--- config.mk ---
export PLATFORM = sky130hd
export DESIGN_NAME = mcs_core_sequencer
export DESIGN_NICKNAME = d
export VERILOG_FILES = /design/src/core/mcs_core_sequencer.v
export VERILOG_INCLUDE_DIRS = /design/src /design/src/core
export SDC_FILE = /design/constraint.sdc
export NUM_CORES = 1
export LEC_CHECK = 0
export BUFFER_PORTS_ARGS = -buffer_cell sky130_fd_sc_hd__clkbuf_2
export CAP_MARGIN = 10
export CORE_MARGIN = 1.5
export CORE_UTILIZATION = 61
export DETAILED_ROUTE_END_ITERATION = 7
export PLACE_DENSITY_LB_ADDON = 0.3
export SYNTH_ARGS = -nofsm -noshare
export SYNTH_HDL_FRONTEND = slang
export SYNTH_SLANG_ARGS = --single-unit
--- constraint.sdc ---
create_clock -name core_clk -period 11.4 [get_ports core_clk]
set_clock_uncertainty 0.05 [all_clocks]
set_input_delay 1.14 -clock core_clk [delete_from_list [all_inputs] [get_ports core_clk]]
set_output_delay 1.14 -clock core_clk [all_outputs]
set_load 0.02 [all_outputs]
--- src/core/mcs_defs.vh ---
`ifndef MCS_DEFS_VH
`define MCS_DEFS_VH
`define MCS_PC_W       12
`define MCS_STK_DEPTH  3'd6
`define MCS_STK_LAST   3'd5
`define MCS_RST_VEC    12'h000
`define MCS_VEC_BASE   12'h004
`define MCS_PH_T1      2'd0
`define MCS_PH_T4      2'd3
`define MCS_OFS_PCL    12'h000
`define MCS_OFS_CTRL   12'h004
`define MCS_OFS_STAT   12'h008
`define MCS_OFS_PC     12'h00C
`define MCS_CTRL_RUN   0
`define MCS_CTRL_GIE   1
`define MCS_RUN_RST    1'b1
`define MCS_GIE_RST    1'b0
`define MCS_FL_C       0
`define MCS_FL_Z       1
`define MCS_FL_AC      2
`define MCS_FL_OV      3
`define MCS_OP_ALU     4'h0
`define MCS_OP_ALUI    4'h1
`define MCS_OP_STORE   4'h2
`define MCS_OP_LOAD    4'h3
`define MCS_OP_JUMP    4'h4
`define MCS_OP_CALL    4'h5
`define MCS_OP_RET     4'h6
`define MCS_OP_SKIP    4'h7
`define MCS_FN_ADD     4'h0
`define MCS_FN_ADC     4'h1
`define MCS_FN_SUB     4'h2
`define MCS_FN_SBC     4'h3
`define MCS_FN_AND     4'h4
`define MCS_FN_OR      4'h5
`define MCS_FN_XOR     4'h6
`define MCS_FN_CPL     4'h7
`define MCS_FN_RR      4'h8
`define MCS_FN_RRC     4'h9
`define MCS_FN_RL      4'hA
`define MCS_FN_RLC     4'hB
`define MCS_FN_INC     4'hC
`define MCS_FN_DEC     4'hD
`define MCS_FN_DAA     4'hE
`define MCS_MA_TBL     4'hD
`define MCS_MA_TBH     4'hE
`define MCS_MA_PCL     4'hF
`endif

--- src/core/mcs_core_sequencer.v ---
// Chosen here: the APB register port and the register offsets.
`timescale 1ns/1ps
`include "mcs_defs.vh"
module mcs_core_sequencer (
  input  wire        core_clk,
  input  wire        rst,
  input  wire        psel,
  input  wire        penable,
  input  wire        pwrite,
  input  wire [11:0] paddr,
  input  wire [31:0] pwdata,
  output reg  [31:0] prdata,
  output wire        pready,
  output reg         pslverr,
  output reg  [11:0] pm_addr,
  output reg         pm_rd,
  input  wire [15:0] pm_data,
  input  wire [5:0]  irq_req,
  output reg         irq_ack,
  output reg  [2:0]  irq_ack_id,
  output reg  [3:0]  instruction_phases,
  output reg  [11:0] table_addr
);

  function [11:0] mcs_alu;
    input [3:0] fn;
    input [7:0] a;
    input [7:0] b;
    input [3:0] fl;
    reg   [8:0] s;
    reg   [4:0] h;
    reg   [7:0] bb;
    reg   [7:0] adj;
    reg   [7:0] r;
    reg         ci;
    reg         c;
    reg         ac;
    reg         ov;
    begin
      s   = 9'h000;
      h   = 5'h00;
      adj = 8'h00;
      bb  = fn[1] ? ~b : b;
      ci  = fn[0] ? fl[`MCS_FL_C] : fn[1];
      r   = b;
      c   = fl[`MCS_FL_C];
      ac  = fl[`MCS_FL_AC];
      ov  = fl[`MCS_FL_OV];
      case (fn)
        `MCS_FN_ADD, `MCS_FN_ADC, `MCS_FN_SUB, `MCS_FN_SBC: begin
          // carry is the inverse of borrow on subtract
          s  = {1'b0, a} + {1'b0, bb} + {8'h00, ci};
          h  = {1'b0, a[3:0]} + {1'b0, bb[3:0]} + {4'h0, ci};
          r  = s[7:0];
          c  = s[8];
          ac = h[4];
          ov = (a[7] == bb[7]) & (r[7] != a[7]);
        end
        `MCS_FN_AND: r = a & b;
        `MCS_FN_OR:  r = a | b;
        `MCS_FN_XOR: r = a ^ b;
        `MCS_FN_CPL: r = ~b;
        `MCS_FN_RR:  r = {b[0], b[7:1]};
        `MCS_FN_RL:  r = {b[6:0], b[7]};
        `MCS_FN_RRC: begin
          r = {fl[`MCS_FL_C], b[7:1]};
          c = b[0];
        end
        `MCS_FN_RLC: begin
          r = {b[6:0], fl[`MCS_FL_C]};
          c = b[7];
        end
        `MCS_FN_INC: r = b + 8'h01;
        `MCS_FN_DEC: r = b - 8'h01;
        `MCS_FN_DAA: begin
          if (b[3:0] > 4'h9 || fl[`MCS_FL_AC]) begin
            adj[3:0] = 4'h6;
          end
          if (b[7:4] > 4'h9 || fl[`MCS_FL_C] || (b[7:4] == 4'h9 && b[3:0] > 4'h9)) begin
            adj[7:4] = 4'h6;
          end
          s = {1'b0, b} + {1'b0, adj};
          r = s[7:0];
          c = fl[`MCS_FL_C] | s[8] | (adj[7:4] != 4'h0);
        end
        default: r = b;
      endcase
      mcs_alu = {ov, ac, (r == 8'h00), c, r};
    end
  endfunction

  reg  [1:0]  phase_reg;
  reg  [11:0] pc_reg;
  reg  [11:0] fetch_addr_reg;
  reg  [15:0] ir_reg;
  reg         ir_valid_reg;
  reg         refetch_reg;
  reg  [7:0]  working_register_reg;
  reg  [3:0]  flag_reg;
  reg  [7:0]  mem_reg [0:15];
  reg  [11:0] stack_reg [0:5];
  reg  [2:0]  stack_level_index_reg;
  reg         run_reg;
  reg         gie_reg;
  reg         ovf_reg;
  reg  [5:0]  irq_flag_reg;
  reg         wr_en;
  reg  [7:0]  wr_data;
  reg         acc_en;
  reg  [7:0]  acc_next;
  reg         fl_en;
  reg  [3:0]  fl_next;
  reg         pc_load;
  reg  [11:0] pc_next;
  reg         push;
  reg         pop;
  reg         gie_set;
  reg  [2:0]  irq_sel;
  reg  [31:0] rd_data;
  reg         rd_err;
  integer     i;
  integer     j;

  wire        t1       = run_reg & (phase_reg == `MCS_PH_T1);
  wire        t4       = run_reg & (phase_reg == `MCS_PH_T4);
  wire [3:0]  op       = ir_reg[15:12];
  wire [3:0]  ma       = ir_reg[3:0];
  wire        exec     = t4 & ir_valid_reg;
  wire [7:0]  mval     = (ma == `MCS_MA_PCL) ? pc_reg[7:0] : mem_reg[ma];
  wire        skipk    = (op == `MCS_OP_SKIP);
  wire [3:0]  alu_fn   = skipk ? (ir_reg[8] ? `MCS_FN_DEC : `MCS_FN_INC) : ir_reg[11:8];
  wire [7:0]  alu_b    = (op == `MCS_OP_ALUI) ? ir_reg[7:0] : mval;
  wire [11:0] alu_out  = mcs_alu(alu_fn, working_register_reg, alu_b, flag_reg);
  wire        stk_full = (stack_level_index_reg == `MCS_STK_DEPTH);
  wire [2:0]  pop_idx  = (stack_level_index_reg == 3'd0) ? 3'd0 : stack_level_index_reg - 3'd1;
  wire        apb_wr   = psel & penable & pwrite;
  wire        irq_go   = t4 & gie_reg & (|irq_flag_reg) & ~stk_full & ~pc_load;

  assign pready = 1'b1;

  // execution decode of the word in the instruction register
  always @* begin
    wr_en    = 1'b0;
    wr_data  = 8'h00;
    acc_en   = 1'b0;
    acc_next = alu_out[7:0];
    fl_en    = 1'b0;
    fl_next  = alu_out[11:8];
    pc_load  = 1'b0;
    pc_next  = pc_reg;
    push     = 1'b0;
    pop      = 1'b0;
    gie_set  = 1'b0;
    if (exec) begin
      case (op)
        `MCS_OP_ALU, `MCS_OP_ALUI: begin
          fl_en   = 1'b1;
          wr_en   = (op == `MCS_OP_ALU) & ir_reg[7];
          wr_data = alu_out[7:0];
          acc_en  = ~wr_en;
        end
        `MCS_OP_STORE: begin
          wr_en   = 1'b1;
          wr_data = working_register_reg;
        end
        `MCS_OP_LOAD: begin
          acc_en   = 1'b1;
          acc_next = mval;
        end
        `MCS_OP_JUMP: begin
          pc_load = 1'b1;
          pc_next = ir_reg[11:0];
        end
        `MCS_OP_CALL: begin
          pc_load = 1'b1;
          pc_next = ir_reg[11:0];
          push    = 1'b1;
        end
        `MCS_OP_RET: begin
          pc_load = 1'b1;
          pc_next = stack_reg[pop_idx];
          pop     = 1'b1;
          gie_set = ir_reg[0];
        end
        `MCS_OP_SKIP: begin
          // the alu result is written back and feeds the skip test only in modes 2 and 3, flags stay
          wr_en   = ir_reg[9];
          wr_data = alu_out[7:0];
          case (ir_reg[9:8])
            2'd0:    pc_load = (mval == 8'h00);
            2'd1:    pc_load = (mval != 8'h00);
            default: pc_load = (alu_out[7:0] == 8'h00);
          endcase
        end
        default: begin
          pc_load = 1'b0;
        end
      endcase
      if (wr_en && ma == `MCS_MA_PCL) begin
        pc_load = 1'b1;
        pc_next = {pc_reg[11:8], wr_data};
      end
    end
  end

  always @* begin
    irq_sel = 3'd0;
    for (j = 5; j >= 0; j = j - 1) begin
      if (irq_flag_reg[j]) begin
        irq_sel = j[2:0];
      end
    end
  end

  always @* begin
    rd_data = 32'h0000_0000;
    rd_err  = 1'b0;
    case (paddr)
      `MCS_OFS_PCL:  rd_data = {24'h00_0000, pc_reg[7:0]};
      `MCS_OFS_CTRL: rd_data = {30'h0000_0000, gie_reg, run_reg};
      `MCS_OFS_STAT: rd_data = {19'h0_0000, ovf_reg, flag_reg, working_register_reg};
      `MCS_OFS_PC:   rd_data = {20'h0_0000, pc_reg};
      default:       rd_err  = 1'b1;
    endcase
    // pc low byte only writable while halted, so no write races a fetch
    if (pwrite && (paddr == `MCS_OFS_STAT || paddr == `MCS_OFS_PC ||
                   (paddr == `MCS_OFS_PCL && run_reg))) begin
      rd_err = 1'b1;
    end
  end

  always @(posedge core_clk or posedge rst) begin
    if (rst) begin
      phase_reg             <= `MCS_PH_T1;
      instruction_phases    <= 4'h1;
      pc_reg                <= `MCS_RST_VEC;
      fetch_addr_reg        <= `MCS_RST_VEC;
      ir_reg                <= 16'h0000;
      ir_valid_reg          <= 1'b0;
      refetch_reg           <= 1'b0;
      working_register_reg  <= 8'h00;
      flag_reg              <= 4'h0;
      stack_level_index_reg <= 3'd0;
      run_reg               <= `MCS_RUN_RST;
      gie_reg               <= `MCS_GIE_RST;
      ovf_reg               <= 1'b0;
      irq_flag_reg          <= 6'h00;
      irq_ack               <= 1'b0;
      irq_ack_id            <= 3'd0;
      pm_addr               <= 12'h000;
      pm_rd                 <= 1'b0;
      table_addr            <= 12'h000;
      prdata                <= 32'h0000_0000;
      pslverr               <= 1'b0;
      for (i = 0; i < 16; i = i + 1) begin
        mem_reg[i] <= 8'h00;
      end
      for (i = 0; i < 6; i = i + 1) begin
        stack_reg[i] <= 12'h000;
      end
    end else begin
      pm_rd      <= 1'b0;
      irq_ack    <= 1'b0;
      table_addr <= {mem_reg[`MCS_MA_TBH][3:0], mem_reg[`MCS_MA_TBL]};
      // a request arriving while its flag is acknowledged is kept
      irq_flag_reg <= (irq_flag_reg & ~({5'h00, irq_go} << irq_sel)) | irq_req;
      if (run_reg) begin
        phase_reg <= phase_reg + 2'd1;
        instruction_phases <= {instruction_phases[2:0], instruction_phases[3]};
      end
      if (t1) begin
        pm_addr        <= pc_reg;
        pm_rd          <= 1'b1;
        fetch_addr_reg <= pc_reg;
        pc_reg         <= pc_reg + 12'h001;
        refetch_reg    <= 1'b0;
      end
      if (t4) begin
        ir_reg       <= pm_data;
        ir_valid_reg <= ~(pc_load | irq_go | refetch_reg);
      end
      if (pc_load) begin
        pc_reg <= pc_next;
      end
      if (acc_en) begin
        working_register_reg <= acc_next;
      end
      if (fl_en) begin
        flag_reg <= fl_next;
      end
      if (wr_en && ma != `MCS_MA_PCL) begin
        mem_reg[ma] <= wr_data;
      end
      if (push || irq_go) begin
        // overflow overwrites the top entry (level 5, the last pushed); program flow is then lost
        if (stk_full) begin
          stack_reg[`MCS_STK_LAST] <= push ? fetch_addr_reg : pc_reg;
          ovf_reg <= 1'b1;
        end else begin
          stack_reg[stack_level_index_reg] <= push ? fetch_addr_reg : fetch_addr_reg;
          stack_level_index_reg <= stack_level_index_reg + 3'd1;
        end
      end
      if (pop && stack_level_index_reg != 3'd0) begin
        stack_level_index_reg <= stack_level_index_reg - 3'd1;
      end
      if (irq_go) begin
        pc_reg     <= `MCS_VEC_BASE + {7'h00, irq_sel, 2'b00};
        irq_ack    <= 1'b1;
        irq_ack_id <= irq_sel;
      end
      if (psel && !penable) begin
        prdata  <= pwrite ? 32'h0000_0000 : rd_data;
        pslverr <= rd_err;
      end
      if (apb_wr && paddr == `MCS_OFS_PCL && !run_reg) begin
        pc_reg       <= {pc_reg[11:8], pwdata[7:0]};
        ir_valid_reg <= 1'b0;
        // a word prefetched before the halt must not run after resume
        refetch_reg  <= 1'b1;
      end
      if (irq_go) begin
        gie_reg <= 1'b0;
      end else if (gie_set) begin
        gie_reg <= 1'b1;
      end else if (apb_wr && paddr == `MCS_OFS_CTRL) begin
        gie_reg <= pwdata[`MCS_CTRL_GIE];
      end
      if (apb_wr && paddr == `MCS_OFS_CTRL) begin
        run_reg <= pwdata[`MCS_CTRL_RUN];
      end
    end
  end

endmodule

==> results.toml <==
[synth]
yosysUniqueCellTypes = 89
yosys-top-cells-area = "dfrtp_1 44%, mux2_2 14%, ha_1 3.1%"
synth_top_family_by_area = "multiplexers"
synth-compound-area-share = 0.124
synthArstFlopShare = 1.00
synth.most_common_cell = "dfrtp_1"
synth_edf_count = 0
yosys_warnings = 0
synth_fa_ha_area_frac = 0.0356
synth_ff_type = "dfrtp_1"
yosysTopAreaCellShare = 0.435
muxShareOfSynthArea = 0.231
ys_seq_area_frac = 0.439
yosys-top-cells-count = "296 x dfrtp_1, 215 x mux2_2, 109 x nand2_1"
synth_area_sq_um = 17000
synth_top_cell_by_area = "dfrtp_1"
syn_inst = 1536
synth_xor_area_frac = 0.0144
synth-simple-area-share = 0.110
avgSynthCellArea_sq_um = 11.1
synth_seq_cells = 298

[layout]
layout-drive-gt1-share = 0.289
syn_to_final_growth_pct = 9.29
largest_reg_flops = 123
antenna_cells = 0
final_core_util = 0.684
final_net_count = 1703

[grt]
grt_use_total = 0.331
grt-ovfl-total = 0
antenna_found_initial = 0
grt_pass1_vias = 12800
grt_first_pass_wirelength_um = 73500
grt_max_degree = 163

[outcome]
status = "finished, final reports clean"

[power_and_ir_drop]
internal_power_mw = 1.63
peakVddDrop_mv = 0.113
comb_power_share = 0.023
power.net_switching_mw = 0.465
p_seq_frac = 0.507
finalPower_mw = 2.10
pwr_density_cell_nw_per_um2 = 113
leakage_nw = 8.74
p_sw_frac = 0.222
pwr-share-clk = 0.470

[place]
dp_hpwl_um = 32600
preCtsSetupSlack_ns = 3.23
portBuffers = 93
place.gp.congestion = 0.983

[setup_path]
r2r-end = "stack_reg[23]"
reg2regPathDepth = 23
cp_slowest_cell = "dfrtp_2"
end_kind = "flop"
cp-start-kind = "flop"
critical_path_arrival_ns = 8.81
slowest_delay_ns = 0.73
crit_path_start = "ir_reg[1]"
cp_max_fo = 27
r2r-start = "ir_reg[1]"
r2r_slack_ns = 2.98
path_cells = "buf_4 > buf_4 > mux2i_1 > a22oi_1 > nand4_1 > o21ai_0 > a21oi_1 > inv_1 > xnor2_1 > fa_1 > fa_1 > nand3_1 > nand2_1 > a31oi_1 > xnor2_1 > a221oi_1 > a31oi_1 > a311oi_1 > nor4b_4 > a31oi_4 > a21oi_4 > nand3b_1 > mux2_2"
required_ns = 11.80
critical_path_class = "reg -> reg"

[clock_tree]
htreeDepth = 1
hold_buffers = 0
clockBufferDepth = 3
cts_buffers = 31
cts_resized = 0
cts_tree = "built"
root_buffer = "clkbuf_16"
clk_pin_slew_ns = 0.06
cts.sinks = 298
post_cts_buffers = 0
clk-insertion-delay-late_ns = 0.58

[floorplanning]
io-pin-count = 138
chipWidth_um = 170
fp.dieArea_sq_um = 28900
core_area_sq_um = 27200
die_h_um = 170
rows = 60
start_util = 0.626

[sta]
hold_violations = 0
tns_ns = 0
worst_slack_ns = 2.98
timing.final.crit_share = 0.738
drv_slew = 0
slew_headroom = 0.131
setup_viol = 0
clock.fmax_ghz = 0.119
min_period_ns = 8.42
worstMarginPinSlew_ns = 1.30
rsz0062_at_grt = "false"

[detailed_routing]
vias = 13000
detail_route.wl_per_cell_um = 23.9
routed_via_density = 6.55
drt_pass1_iterations = 6
drt_iter0_drc = 1392
wirelength_um = 47200
drc = 0
ant_nets = 0

[min_path]
hp-start = "mem_reg[2]"
holdPathStages = 0
hold_end = "mem_reg[2]"
hold_class = "reg -> reg"

[job]
max_cap_viol_count = 0
==> per-layer routing <==
layer	global-route usage	part of all wire	vias up	wire, um
li1	-	-	5697	-
met1	0.463	0.42	6500	20000
met2	0.534	0.46	616	21800
met3	0.0430	0.077	139	3620
met4	0.120	0.037	0	1750
met5	0	0	-	0
==> how the worst max path moves through the flow <==
stage / depth (start not counted) / slack [ns] / end
after floorplan: 1 / 1.98 / fetch_addr_reg[0]
after global routing: 23 / 2.73 / stack_reg[23]
final: 23 / 2.98 / stack_reg[23]
after global placement: 23 / 3.33 / stack_reg[23]
after CTS: 23 / 3.15 / stack_reg[23]
after detailed placement: 23 / 3.23 / stack_reg[23]
==> power by group through the flow <==
stage	combinational [mW]	sequential [mW]	clock, mW
after CTS	0.0490	1.06	0.995
final	0.0478	1.06	0.988
after global routing	0.0543	1.06	1.03
after detailed placement	0.0489	1.08	0
after global placement	0.0480	1.08	0
after floorplan	0.0361	1.08	0
==> area by class of cell <==
type                            instances  area [sq um]
Tap cell                              372           465
Fill cell                            2018          8590
Clock buffer                           46           932
Timing Repair Buffer                  114           633
Clock inverter                          7          60.1
Sequential cell                       298          7460
Inverter                               51           199
Multi-Input combinational cell       1090          8840
==> stage by stage <==
step | instance area, sq um | hold slack (ns) | cells
after global routing | 18600 | 0.336 | 1978
after detailed placement | 17600 | 0.316 | 1924
after CTS | 18600 | 0.330 | 1977
after floorplan | 17100 | 0.315 | 1554
final | 18600 | 0.326 | 1978
after global placement | 17600 | 0.314 | 1924
==> logic make-up (layout without fill, tap and decap cells) <==
logic type               Yosys count  after routing
AND/OR/NAND/NOR                  368            368
multiplexers                     324            324
AO/OA/AOI/OAI                    304            304
flip-flops                       298            298
buffers and inverters            166            218
adder cells (fa/ha/maj)           46             46
XOR/XNOR                          28             28
other                              2             20
==> layout by cell type, fill, tap and decap left out, drive strengths merged, types with 19 or more instances in the layout <==
cell type	n
o21ai	84
xnor2	19
dfrtp	296
conb	20
buf	21
nand2	109
a21oi	50
mux2i	51
nor2	77
nor3	24
ha	42
nand3	44
mux4	21
inv	52
clkbuf	139
mux2	252
==> critical path: cells and delay by family, from the launching register on <==
family	cells	cell delay (ns)
buffers and inverters	3	1.07
flip-flops	1	0.73
AND/OR/NAND/NOR	5	1.41
adder cells (fa/ha/maj)	2	0.96
XOR/XNOR	2	0.36
multiplexers	2	0.70
AO/OA/AOI/OAI	9	2.94
Note: power is estimated with default switching activity, not from simulation.
